<file path="src/ccif_pkg.sv">
// Purpose: Shared constants and state types of the comparator control block.
// Assumes: Classic Wishbone with 32-bit data and byte addresses.
// Notes:   Each register takes one aligned word; narrow data sits low.

package ccif_pkg;

   // ------------------------------------------------------------------
   // Bus and register map
   // ------------------------------------------------------------------
   localparam int unsigned WB_AW     = 32;
   localparam int unsigned WB_DW     = 32;
   localparam int unsigned WB_SW     = 4;
   localparam int unsigned CTRL_W    = 16;
   localparam logic [31:0] ADDR_CTRL = 32'hffff0444;
   localparam logic [31:0] ADDR_MASK = 32'hffff0448;
   localparam int unsigned WORD_LSB  = 2;

   // ------------------------------------------------------------------
   // Control field positions
   // ------------------------------------------------------------------
   localparam int unsigned BIT_ENABLE = 10;
   localparam int unsigned NEG_HI     = 9;
   localparam int unsigned NEG_LO     = 8;
   localparam int unsigned ROUTE_HI   = 7;
   localparam int unsigned ROUTE_LO   = 6;
   localparam int unsigned BIT_POL    = 5;
   localparam int unsigned RES_HI     = 4;
   localparam int unsigned RES_LO     = 3;
   localparam int unsigned BIT_HYST   = 2;
   localparam int unsigned BIT_RISE   = 1;
   localparam int unsigned BIT_FALL   = 0;
   localparam int unsigned LANE_LOW   = 0;
   localparam int unsigned LANE_HIGH  = 1;

   // ------------------------------------------------------------------
   // Field codes
   // ------------------------------------------------------------------
   localparam logic [1:0] NEG_HALF_SUPPLY = 2'h0;
   localparam logic [1:0] NEG_CONV_INPUT3 = 2'h1;
   localparam logic [1:0] NEG_DAC_OUT0    = 2'h2;
   localparam logic [1:0] ROUTE_PIN       = 2'h2;
   localparam logic [1:0] ROUTE_IRQ       = 2'h3;
   localparam logic [1:0] RES_SLOW        = 2'h0;
   localparam logic [1:0] RES_FAST        = 2'h3;

   // ------------------------------------------------------------------
   // Timing
   // ------------------------------------------------------------------
   localparam int unsigned CLK_PERIOD_NS  = 25;
   localparam int unsigned SETTLE_SLOW_NS = 17000;
   localparam int unsigned SETTLE_FAST_NS = 3000;
   typedef logic [9:0] ccif_count_t;
   localparam ccif_count_t SETTLE_SLOW_CYC = ccif_count_t'(
      (SETTLE_SLOW_NS + CLK_PERIOD_NS - 1) / CLK_PERIOD_NS);
   localparam ccif_count_t SETTLE_FAST_CYC = ccif_count_t'(
      (SETTLE_FAST_NS + CLK_PERIOD_NS - 1) / CLK_PERIOD_NS);

   // ------------------------------------------------------------------
   // State types
   // ------------------------------------------------------------------
   typedef struct packed {
      logic              ack;
      logic [WB_DW-1:0]  rdata;
      logic              en;
      logic [1:0]        negSel;
      logic [1:0]        route;
      logic              pol;
      logic [1:0]        resSel;
      logic              hyst;
      logic [1:0]        mask;
      logic              prevMon;
      ccif_count_t       settle;
      logic              pin;
      logic              programmable_logic_array;
      logic              adcTrig;
      logic              irq;
   } ccif_top_s;

   typedef struct packed {
      logic stage1;
      logic stage2;
   } ccif_sync_s;

   typedef struct packed {
      logic flag;
   } ccif_flag_s;

   localparam ccif_top_s  TOP_RESET  = '0;
   localparam ccif_sync_s SYNC_RESET = '0;
   localparam ccif_flag_s FLAG_RESET = '0;

endpackage

</file>
<file path="src/ccif_flag_if.sv">
// Purpose: Carries one sticky event flag between the top and its keeper.
// Assumes: One clock domain.
// Notes:   Set and clear may arrive in the same cycle.

`timescale 1ns/100ps

interface ccif_flag_if;
   logic setEvent;
   logic clearReq;
   logic flag;

   modport keeper (
      input  setEvent,
      input  clearReq,
      output flag
   );

   modport user (
      output setEvent,
      output clearReq,
      input  flag
   );
endinterface

</file>
<file path="src/ccif_comparator_control.sv">
// Contract
// - Enable bit 10 switches comparator on.
// - Bits 9:8 select the negative reference.
// - Bits 7:6 route result to pin or interrupt.
// - Bit 5 inverts the output polarity.
// - Bits 4:3 forward response time to analog.
// - Bit 2 turns on hysteresis.
// - Rising edge sets bit 1; write one clears.
// - Falling edge sets bit 0 until cleared.
// - Sixteen-bit register, zero after reset, 15:11 reserved.
// - Result reaches interrupt, logic array, converter, pin.
//
// Purpose: Control and status wrapper around the analog comparator.
// Assumes: Classic Wishbone slave; raw result is asynchronous.
// Notes:   Ack comes one cycle after the request is seen.

`timescale 1ns/100ps

module ccif_comparator_control (
   input  wire logic                        clock,
   input  wire logic                        reset,
   input  wire logic                        cyc_i,
   input  wire logic                        stb_i,
   input  wire logic                        we_i,
   input  wire logic [ccif_pkg::WB_AW-1:0]  adr_i,
   input  wire logic [ccif_pkg::WB_SW-1:0]  sel_i,
   input  wire logic [ccif_pkg::WB_DW-1:0]  dat_i,
   output logic      [ccif_pkg::WB_DW-1:0]  dat_o,
   output logic                             ack_o,
   input  wire logic                        compRawResult,
   output logic                             compEnable,
   output logic      [1:0]                  negInputSelect,
   output logic      [1:0]                  responseTimeSelect,
   output logic                             hysteresisEnable,
   output logic                             compResultPin,
   output logic                             plaCompResult,
   output logic                             adcTrigger,
   output logic                             irq
);
   import ccif_pkg::*;

   // ------------------------------------------------------------------
   // State and submodules
   // ------------------------------------------------------------------
   ccif_top_s             state_r;
   ccif_top_s             state_nxt;
   logic                  syncResult;
   logic                  monitored;
   logic                  riseEvent;
   logic                  fallEvent;
   logic                  riseClear;
   logic                  fallClear;
   logic                  request;
   logic                  hitCtrl;
   logic                  hitMask;
   logic                  writeLow;
   logic                  writeHigh;
   logic                  analogChange;
   logic [CTRL_W-1:0]     ctrlView;

   ccif_flag_if riseIf ();
   ccif_flag_if fallIf ();

   // The raw comparator output has no relation to clock.
   ccif_sync u_sync (
      .clock   (clock),
      .reset   (reset),
      .asyncIn (compRawResult),
      .syncOut (syncResult)
   );

   ccif_flag u_rise (
      .clock    (clock),
      .reset    (reset),
      .flagPort (riseIf.keeper)
   );

   ccif_flag u_fall (
      .clock    (clock),
      .reset    (reset),
      .flagPort (fallIf.keeper)
   );

   assign riseIf.setEvent = riseEvent;
   assign riseIf.clearReq = riseClear;
   assign fallIf.setEvent = fallEvent;
   assign fallIf.clearReq = fallClear;

   // ------------------------------------------------------------------
   // Bus decode
   // ------------------------------------------------------------------
   always_comb begin
      request   = cyc_i & stb_i & ~state_r.ack;
      hitCtrl   = adr_i[WB_AW-1:WORD_LSB] == ADDR_CTRL[WB_AW-1:WORD_LSB];
      hitMask   = adr_i[WB_AW-1:WORD_LSB] == ADDR_MASK[WB_AW-1:WORD_LSB];
      writeLow  = request & we_i & sel_i[LANE_LOW];
      writeHigh = request & we_i & sel_i[LANE_HIGH];
      // Writing zero to a flag leaves it alone.
      riseClear = writeLow & hitCtrl & dat_i[BIT_RISE];
      fallClear = writeLow & hitCtrl & dat_i[BIT_FALL];
   end

   // ------------------------------------------------------------------
   // Control register view
   // ------------------------------------------------------------------
   always_comb begin
      ctrlView                    = '0;
      ctrlView[BIT_ENABLE]        = state_r.en;
      ctrlView[NEG_HI:NEG_LO]     = state_r.negSel;
      ctrlView[ROUTE_HI:ROUTE_LO] = state_r.route;
      ctrlView[BIT_POL]           = state_r.pol;
      ctrlView[RES_HI:RES_LO]     = state_r.resSel;
      ctrlView[BIT_HYST]          = state_r.hyst;
      ctrlView[BIT_RISE]          = riseIf.flag;
      ctrlView[BIT_FALL]          = fallIf.flag;
   end

   // ------------------------------------------------------------------
   // Result monitoring
   // ------------------------------------------------------------------
   always_comb begin
      // A disabled comparator reads low; its only edge is the fall when it is switched off while high.
      monitored = state_r.en & (syncResult ^ state_r.pol);
      // Edges are ignored while the analog side settles after a change.
      riseEvent = monitored & ~state_r.prevMon &
                  (state_r.settle == '0);
      fallEvent = ~monitored & state_r.prevMon &
                  (state_r.settle == '0);
   end

   // ------------------------------------------------------------------
   // Next state
   // ------------------------------------------------------------------
   always_comb begin
      state_nxt     = state_r;
      state_nxt.ack = request;

      if (writeHigh & hitCtrl) begin
         state_nxt.en     = dat_i[BIT_ENABLE];
         state_nxt.negSel = dat_i[NEG_HI:NEG_LO];
      end
      if (writeLow & hitCtrl) begin
         state_nxt.route  = dat_i[ROUTE_HI:ROUTE_LO];
         state_nxt.pol    = dat_i[BIT_POL];
         state_nxt.resSel = dat_i[RES_HI:RES_LO];
         state_nxt.hyst   = dat_i[BIT_HYST];
      end
      if (writeLow & hitMask) begin
         state_nxt.mask = dat_i[BIT_RISE:BIT_FALL];
      end

      // Unmapped addresses answer with zero and store nothing.
      if (request & ~we_i) begin
         if (hitCtrl) begin
            state_nxt.rdata = {{(WB_DW-CTRL_W){1'b0}}, ctrlView};
         end else if (hitMask) begin
            state_nxt.rdata = {{(WB_DW-2){1'b0}}, state_r.mask};
         end else begin
            state_nxt.rdata = '0;
         end
      end

      // Any change of the analog setup that leaves the comparator on restarts the blanking time,
      // trading a short blind spot for freedom from false edges.
      analogChange = (state_nxt.en & ~state_r.en) |
                     (state_nxt.negSel != state_r.negSel) |
                     (state_nxt.resSel != state_r.resSel) |
                     (state_nxt.hyst != state_r.hyst) |
                     (state_nxt.pol != state_r.pol);
      if (state_nxt.en & analogChange) begin
         if (state_nxt.resSel == RES_FAST) begin
            state_nxt.settle = SETTLE_FAST_CYC;
         end else begin
            state_nxt.settle = SETTLE_SLOW_CYC;
         end
      end else if (state_r.settle != '0) begin
         state_nxt.settle = state_r.settle - ccif_count_t'(1);
      end

      state_nxt.prevMon = monitored;

      // The four destinations of the result.
      state_nxt.pin     = monitored &
                          (state_r.route == ROUTE_PIN);
      state_nxt.programmable_logic_array     = monitored;
      state_nxt.adcTrig = riseEvent;
      state_nxt.irq     = (state_r.route == ROUTE_IRQ) &
                          ((riseIf.flag & state_r.mask[BIT_RISE]) |
                           (fallIf.flag & state_r.mask[BIT_FALL]));
   end

   // ------------------------------------------------------------------
   // Registers
   // ------------------------------------------------------------------
   always_ff @(posedge clock or posedge reset) begin
      if (reset) begin
         state_r <= TOP_RESET;
      end else begin
         state_r <= state_nxt;
      end
   end

   // ------------------------------------------------------------------
   // Outputs
   // ------------------------------------------------------------------
   assign dat_o              = state_r.rdata;
   assign ack_o              = state_r.ack;
   assign compEnable         = state_r.en;
   assign negInputSelect     = state_r.negSel;
   assign responseTimeSelect = state_r.resSel;
   assign hysteresisEnable   = state_r.hyst;
   assign compResultPin      = state_r.pin;
   assign plaCompResult      = state_r.programmable_logic_array;
   assign adcTrigger         = state_r.adcTrig;
   assign irq                = state_r.irq;
endmodule

</file>
<file path="src/ccif_sync.sv">
// Purpose: Two-stage synchroniser for the analog comparator result.
// Assumes: The input may change at any time relative to clock.
// Notes:   Only the second stage is visible outside.

`timescale 1ns/100ps

module ccif_sync (
   input  wire logic clock,
   input  wire logic reset,
   input  wire logic asyncIn,
   output logic      syncOut
);
   import ccif_pkg::*;

   ccif_sync_s state_r;
   ccif_sync_s state_nxt;

   always_comb begin
      state_nxt        = state_r;
      state_nxt.stage1 = asyncIn;
      state_nxt.stage2 = state_r.stage1;
   end

   always_ff @(posedge clock or posedge reset) begin
      if (reset) begin
         state_r <= SYNC_RESET;
      end else begin
         state_r <= state_nxt;
      end
   end

   assign syncOut = state_r.stage2;
endmodule

</file>
<file path="src/ccif_flag.sv">
// Purpose: One sticky event flag, set by hardware, cleared by software.
// Assumes: Clear requests are single-cycle pulses.
// Notes:   A set in the clearing cycle keeps the flag high.

`timescale 1ns/100ps

module ccif_flag (
   input  wire logic    clock,
   input  wire logic    reset,
   ccif_flag_if.keeper  flagPort
);
   import ccif_pkg::*;

   ccif_flag_s state_r;
   ccif_flag_s state_nxt;

   always_comb begin
      state_nxt      = state_r;
      state_nxt.flag = flagPort.setEvent |
                       (state_r.flag & ~flagPort.clearReq);
   end

   always_ff @(posedge clock or posedge reset) begin
      if (reset) begin
         state_r <= FLAG_RESET;
      end else begin
         state_r <= state_nxt;
      end
   end

   assign flagPort.flag = state_r.flag;
endmodule

</file>
<file path="config.mk">
export PLATFORM = sky130hd
export DESIGN_NAME = ccif_comparator_control
export DESIGN_NICKNAME = d
export VERILOG_FILES = /design/src/ccif_pkg.sv /design/src/ccif_flag_if.sv /design/src/ccif_comparator_control.sv /design/src/ccif_sync.sv /design/src/ccif_flag.sv
export SDC_FILE = /design/constraint.sdc
export NUM_CORES = 1
export LEC_CHECK = 0
export ABC_AREA = 0
export BUFFER_PORTS_ARGS = -buffer_cell sky130_fd_sc_hd__clkbuf_2
export CORE_ASPECT_RATIO = 0.9
export CORE_MARGIN = 2
export CORE_UTILIZATION = 45
export DETAILED_ROUTE_END_ITERATION = 7
export PLACE_DENSITY = 0.83
export SYNTH_ARGS = -nofsm -noshare
export SYNTH_HDL_FRONTEND = slang
export SYNTH_SLANG_ARGS = --single-unit
</file>
<file path="constraint.sdc">
create_clock -name clock -period 2.85 [get_ports clock]
set_input_delay 0.285 -clock clock [delete_from_list [all_inputs] [get_ports clock]]
set_output_delay 0.285 -clock clock [all_outputs]
set_load 0.02 [all_outputs]
</file>
# After elaboration in Yosys (flattened, before gate mapping)
# Index checks and enable logic that the tools add are counted.
# totals
ff_bits	62
output_inout_bits	43
# op_classes
n_addsub	1
n_eq_ne	9
muxes	7
n_bitwise	39
n_reduce_logical	3
# op_table
cell	count
equality test 30 bit (second input constant)	2
2-to-1 mux 10 bit	3
AND 1 bit	24
2-to-1 mux 11 bit	1
logical NOT 10 bit	1
nonzero test 10 bit	1
subtractor 10 x 1 -> 10 bit (second input constant)	1
NOT 1 bit	7
bitwise OR 1 bit	7
equality test 2 bit (second input constant)	3
2-to-1 mux 4 bit	1
!= test 2 bit	2
2-to-1 mux 3 bit	1
2-to-1 mux 2 bit	1
!= test 1 bit	2
nonzero test 2 bit	1
bitwise XOR 1 bit	1

# Depth between registers and ports, before layout
# logic_depth
ltp_word	13
ltp_mapped	8

# Hierarchy
# A second synthesis with hierarchy kept.
# hier_totals
cells_unflattened	229
area_unflattened_um2	2342.2
# modules_own_cells
module	instances	cells_each	area_per_inst_um2
ccif_comparator_control	1	218	2208.4
ccif_flag	2	4	40.0
ccif_sync	1	3	53.8

# Worst setup path after synthesis
# No wires, ideal clock.
# synth_timing
path_type	register to register
startpoint	register state_r[4] (netlist bit)
endpoint	register u_rise.state_r (netlist: u_rise.flagPort.flag)
arrival_time_ps	2081
required_time_ps	2783
setup_slack_ps	703
stages_incl_launch_ff	8
path_cell_list	dfrtp_1 inv_1 ha_1 or4b_4 or4_4 or3_1 nor3_2 nand2b_1
# synth_via
elab_chain_cells	3
# synth_lines
item	line	text
from (decl)	ccif_comparator_control.sv:45	ccif_top_s state_r;
from (signal assigned)	ccif_comparator_control.sv:199	state_r <= state_nxt;
logical NOT 10 bit	ccif_comparator_control.sv:126	(state_r.settle == '0);
AND 1 bit	ccif_comparator_control.sv:125	riseEvent = monitored & ~state_r.prevMon &
net riseEvent	ccif_comparator_control.sv:49	logic riseEvent;
bitwise OR 1 bit	ccif_flag.sv:19	state_nxt.flag = flagPort.setEvent |
net u_rise.state_nxt	ccif_flag.sv:15	ccif_flag_s state_nxt;
to (signal assigned)	ccif_flag.sv:27	state_r <= state_nxt;
to (decl)	ccif_flag.sv:14	ccif_flag_s state_r;
# The timed path passes the listed nets, and every way through them passes these cells.
# A chain may end at the register's enable or synchronous reset.

# Worst setup path after layout
# Ends and elaborated chain as after synthesis.

==> key figures <==
Run status
  – Outcome: complete, no violations

Timing
  – Max frequency: 442 MHz
  – Sum Neg Setup Slack: 0 ns
  – Final setup fails: 0
  – RSZ-0062 raised after global routing: false
  – Fin crit period: 2.26 ns
  – Worst-Margin Slew: 0.681 ns
  – Fin. max-slew vios: 0
  – Clock Skew: 0.00380 ns
  – Final Hold Fails: 0
  – Final period utilization: 79.4%
  – Max_slew headroom: 54.2%

Yosys
  – Synth Area per Inst: 9.77 um^2
  – Synth area leader: dfrtp_1
  – Most used DFF post-synth: dfrtp_1
  – Post-synth EDFFs: 0
  – Mapped Area: 2240 um^2
  – Post-synth top area share: 45.8%
  – Distinct cells, synth: 37
  – Sequential area share after synthesis: 45.8%
  – Synth warn: 0
  – Synth area leaders: dfrtp_1, buf_4, mux2_2
  – Syn Inst Count: 229
  – Synth async-reset ratio: 100%
  – Synth Register Bits: 41

Worst setup path
  – Crit path max fanout: 5
  – CP cell instances: inv_1, ha_1, or4b_4, or4_4, or3_1, nor3_2, nand2b_1
  – CP startpoint kind: flip-flop
  – Crit end category: flip-flop
  – Critical path type: reg -> reg
  – Slowest CP cell: or4b_4
  – WP data required: 3.09 ns
  – Crit path DAT: 2.50 ns
  – Max stage delay on crit path: 0.50 ns

GRT
  – Largest net degree at the start of global routing: 27
  – First-pass GRT wire length: 7350 um
  – Vias in the first global route: 1702
  – Gr usage total: 16.6%
  – GR Overflow Total: 0
  – Initial antenna violation count: 0

Final layout
  – Commonest non-fill, non-tap cells in the layout: clkbuf_2, dfrtp_1, nand2_1
  – Area Overhead vs Synth: 14.3%
  – Layout Utilization: 53.2%
  – Most common cell after layout, fill and taps aside: clkbuf_2
  – Share of cells above drive strength 1: 33.0%
  – Inserted Diodes: 0
  – Fin area: 2560 um^2
  – Fin nets: 362

Drt
  – DRT Pass-1 Iters: 4
  – Antenna Nets Post-Route: 0
  – Number of remaining DRC errors: 0
  – Wire length per cell: 12.4 um
  – DR iter-0 viols: 94
  – Via count: 1684
  – Post-Route WL: 4360 um
  – Vias/cell: 4.77

Clocking
  – TritonCTS clock tree: done
  – Setup Buffers After CTS: 0
  – Sink Count: 41
  – # resized after CTS: 0
  – Clk slew on worst S/H paths: 0.08 ns
  – Cts hold-fix bufs: 0
  – Deepest clock path buffer count: 2
  – H-tree depth: 2
  – Clk Tree Root Cell: clkbuf_8
  – CTS buffer count: 5
  – Latest clock arrival within the worst-skew pair: 0.30 ns

Job
  – Maxcap violations: 0

Floorplanning
  – Die width: 78.3 um
  – Core area: 4800 um^2
  – Die area: 5560 um^2
  – Initial Util: 46.6%
  – Die height: 70.9 um
  – Row count: 24
  – Io pins: 117

Place
  – Area post-placement: 2470 um^2
  – Routability Congestion: 0.801
  – IO buf count: 70
  – Hpwl dp: 3510 um

Power
  – Power Density: 409 nW/um^2
  – Static Leak: 1.30 nW
  – Worst VDD drop: 0.222 mV

Min path
  – Hold WC Path Type: in -> async
path summary, 6_finish.rpt:
check	cells after the start	slack, ns	from	endpoint
setup / recovery	7	0.59	state_r[4]	u_rise.flagPort.flag
hold / removal	2	0.02	reset	dat_o[4]
setup reg to reg	7	0.59	state_r[4]	u_rise.flagPort.flag
hold reg to reg	0	0.36	u_sync.state_nxt[0]	u_sync.syncOut
max in group asynchronous	3	2.08	reset	state_r[4]
min in group clock	1	0.09	compRawResult	u_sync.state_nxt[0]
cell type report:
type                    count  area, um^2
well taps                  65        81.3
repair buffers             72         365
fillers                   436        2250
inverters                   6        22.5
clock buffers               5        68.8
clock inverters             3        17.5
flip-flops and latches     41        1030
multi-input cells         161         976
cell usage after synthesis (all sizes together), types with 2 or more instances:
master and instances:
a32oi 2, nor3b 3, buf 37, nor2 10, dfrtp 41, xor2 10
nor2b 4, inv 6, nand4 6, nand2 32, o21ai 16, nand3 7
nand4b 2, or4 3, a21oi 2, or3 2, and3 3, clkbuf 4
nor3 2, mux2 12, mux2i 5, nand2b 5, xnor2 2, nor4 3
power by group:
group          leakage, nW  switching (W)  internal [W]  total (W)
clock               0.0439       0.000203      0.000169   0.000372
sequential           0.527    0.000000988      0.000583   0.000584
combinational        0.732      0.0000595     0.0000315  0.0000909
critical path, delay by kind of cell (launching register included):
family        cells  cell delay [ns]
simple gates      5             1.57
fa+ha+maj         1             0.16
flops             1             0.40
buf+inv           1             0.06
sequential cells by signal (all words and copies together) (netlist names), 2 cells and up:
register	cells
responseTimeSelect	2
state_r	12
negInputSelect	2
ctrlView	3
dat_o	11
cell families after synthesis:
kind of cell               Yosys count  synth area share (%)
other                                1                 0.168
and+or+nand+nor                     86                  20.3
muxes                               17                  8.27
DFF                                 41                  45.8
adders and majority gates            1                 0.559
xor gates and xnor gates            12                  4.70
AOI/OAI and AO/OA                   24                  6.21
buffers and inverters               47                  13.9
per-stage QoR:
| stage | std cells | power, W | hold WS [ns] | setup WS [ns] |
|---|---|---|---|---|
| after floorplan | 249 | 0.000667 | 0.316 | 0.703 |
| after global placement | 345 | 0.000685 | 0.333 | 0.601 |
| after detailed placement | 345 | 0.000687 | 0.342 | 0.584 |
| after CTS | 353 | 0.00105 | 0.0376 | 0.569 |
| after global routing | 353 | 0.00109 | 0.0766 | 0.491 |
| final | 353 | 0.00105 | 0.0229 | 0.587 |
per-layer routing:
metal	GRT usage [%]	up-vias	part of all wire (%)
met5	0	-	0
met4	3.51	0	0.78
met3	6.38	7	6.6
met2	28.5	42	50
met1	20.0	796	43
li1	-	839	-
(Power assumes the default switching activity.)
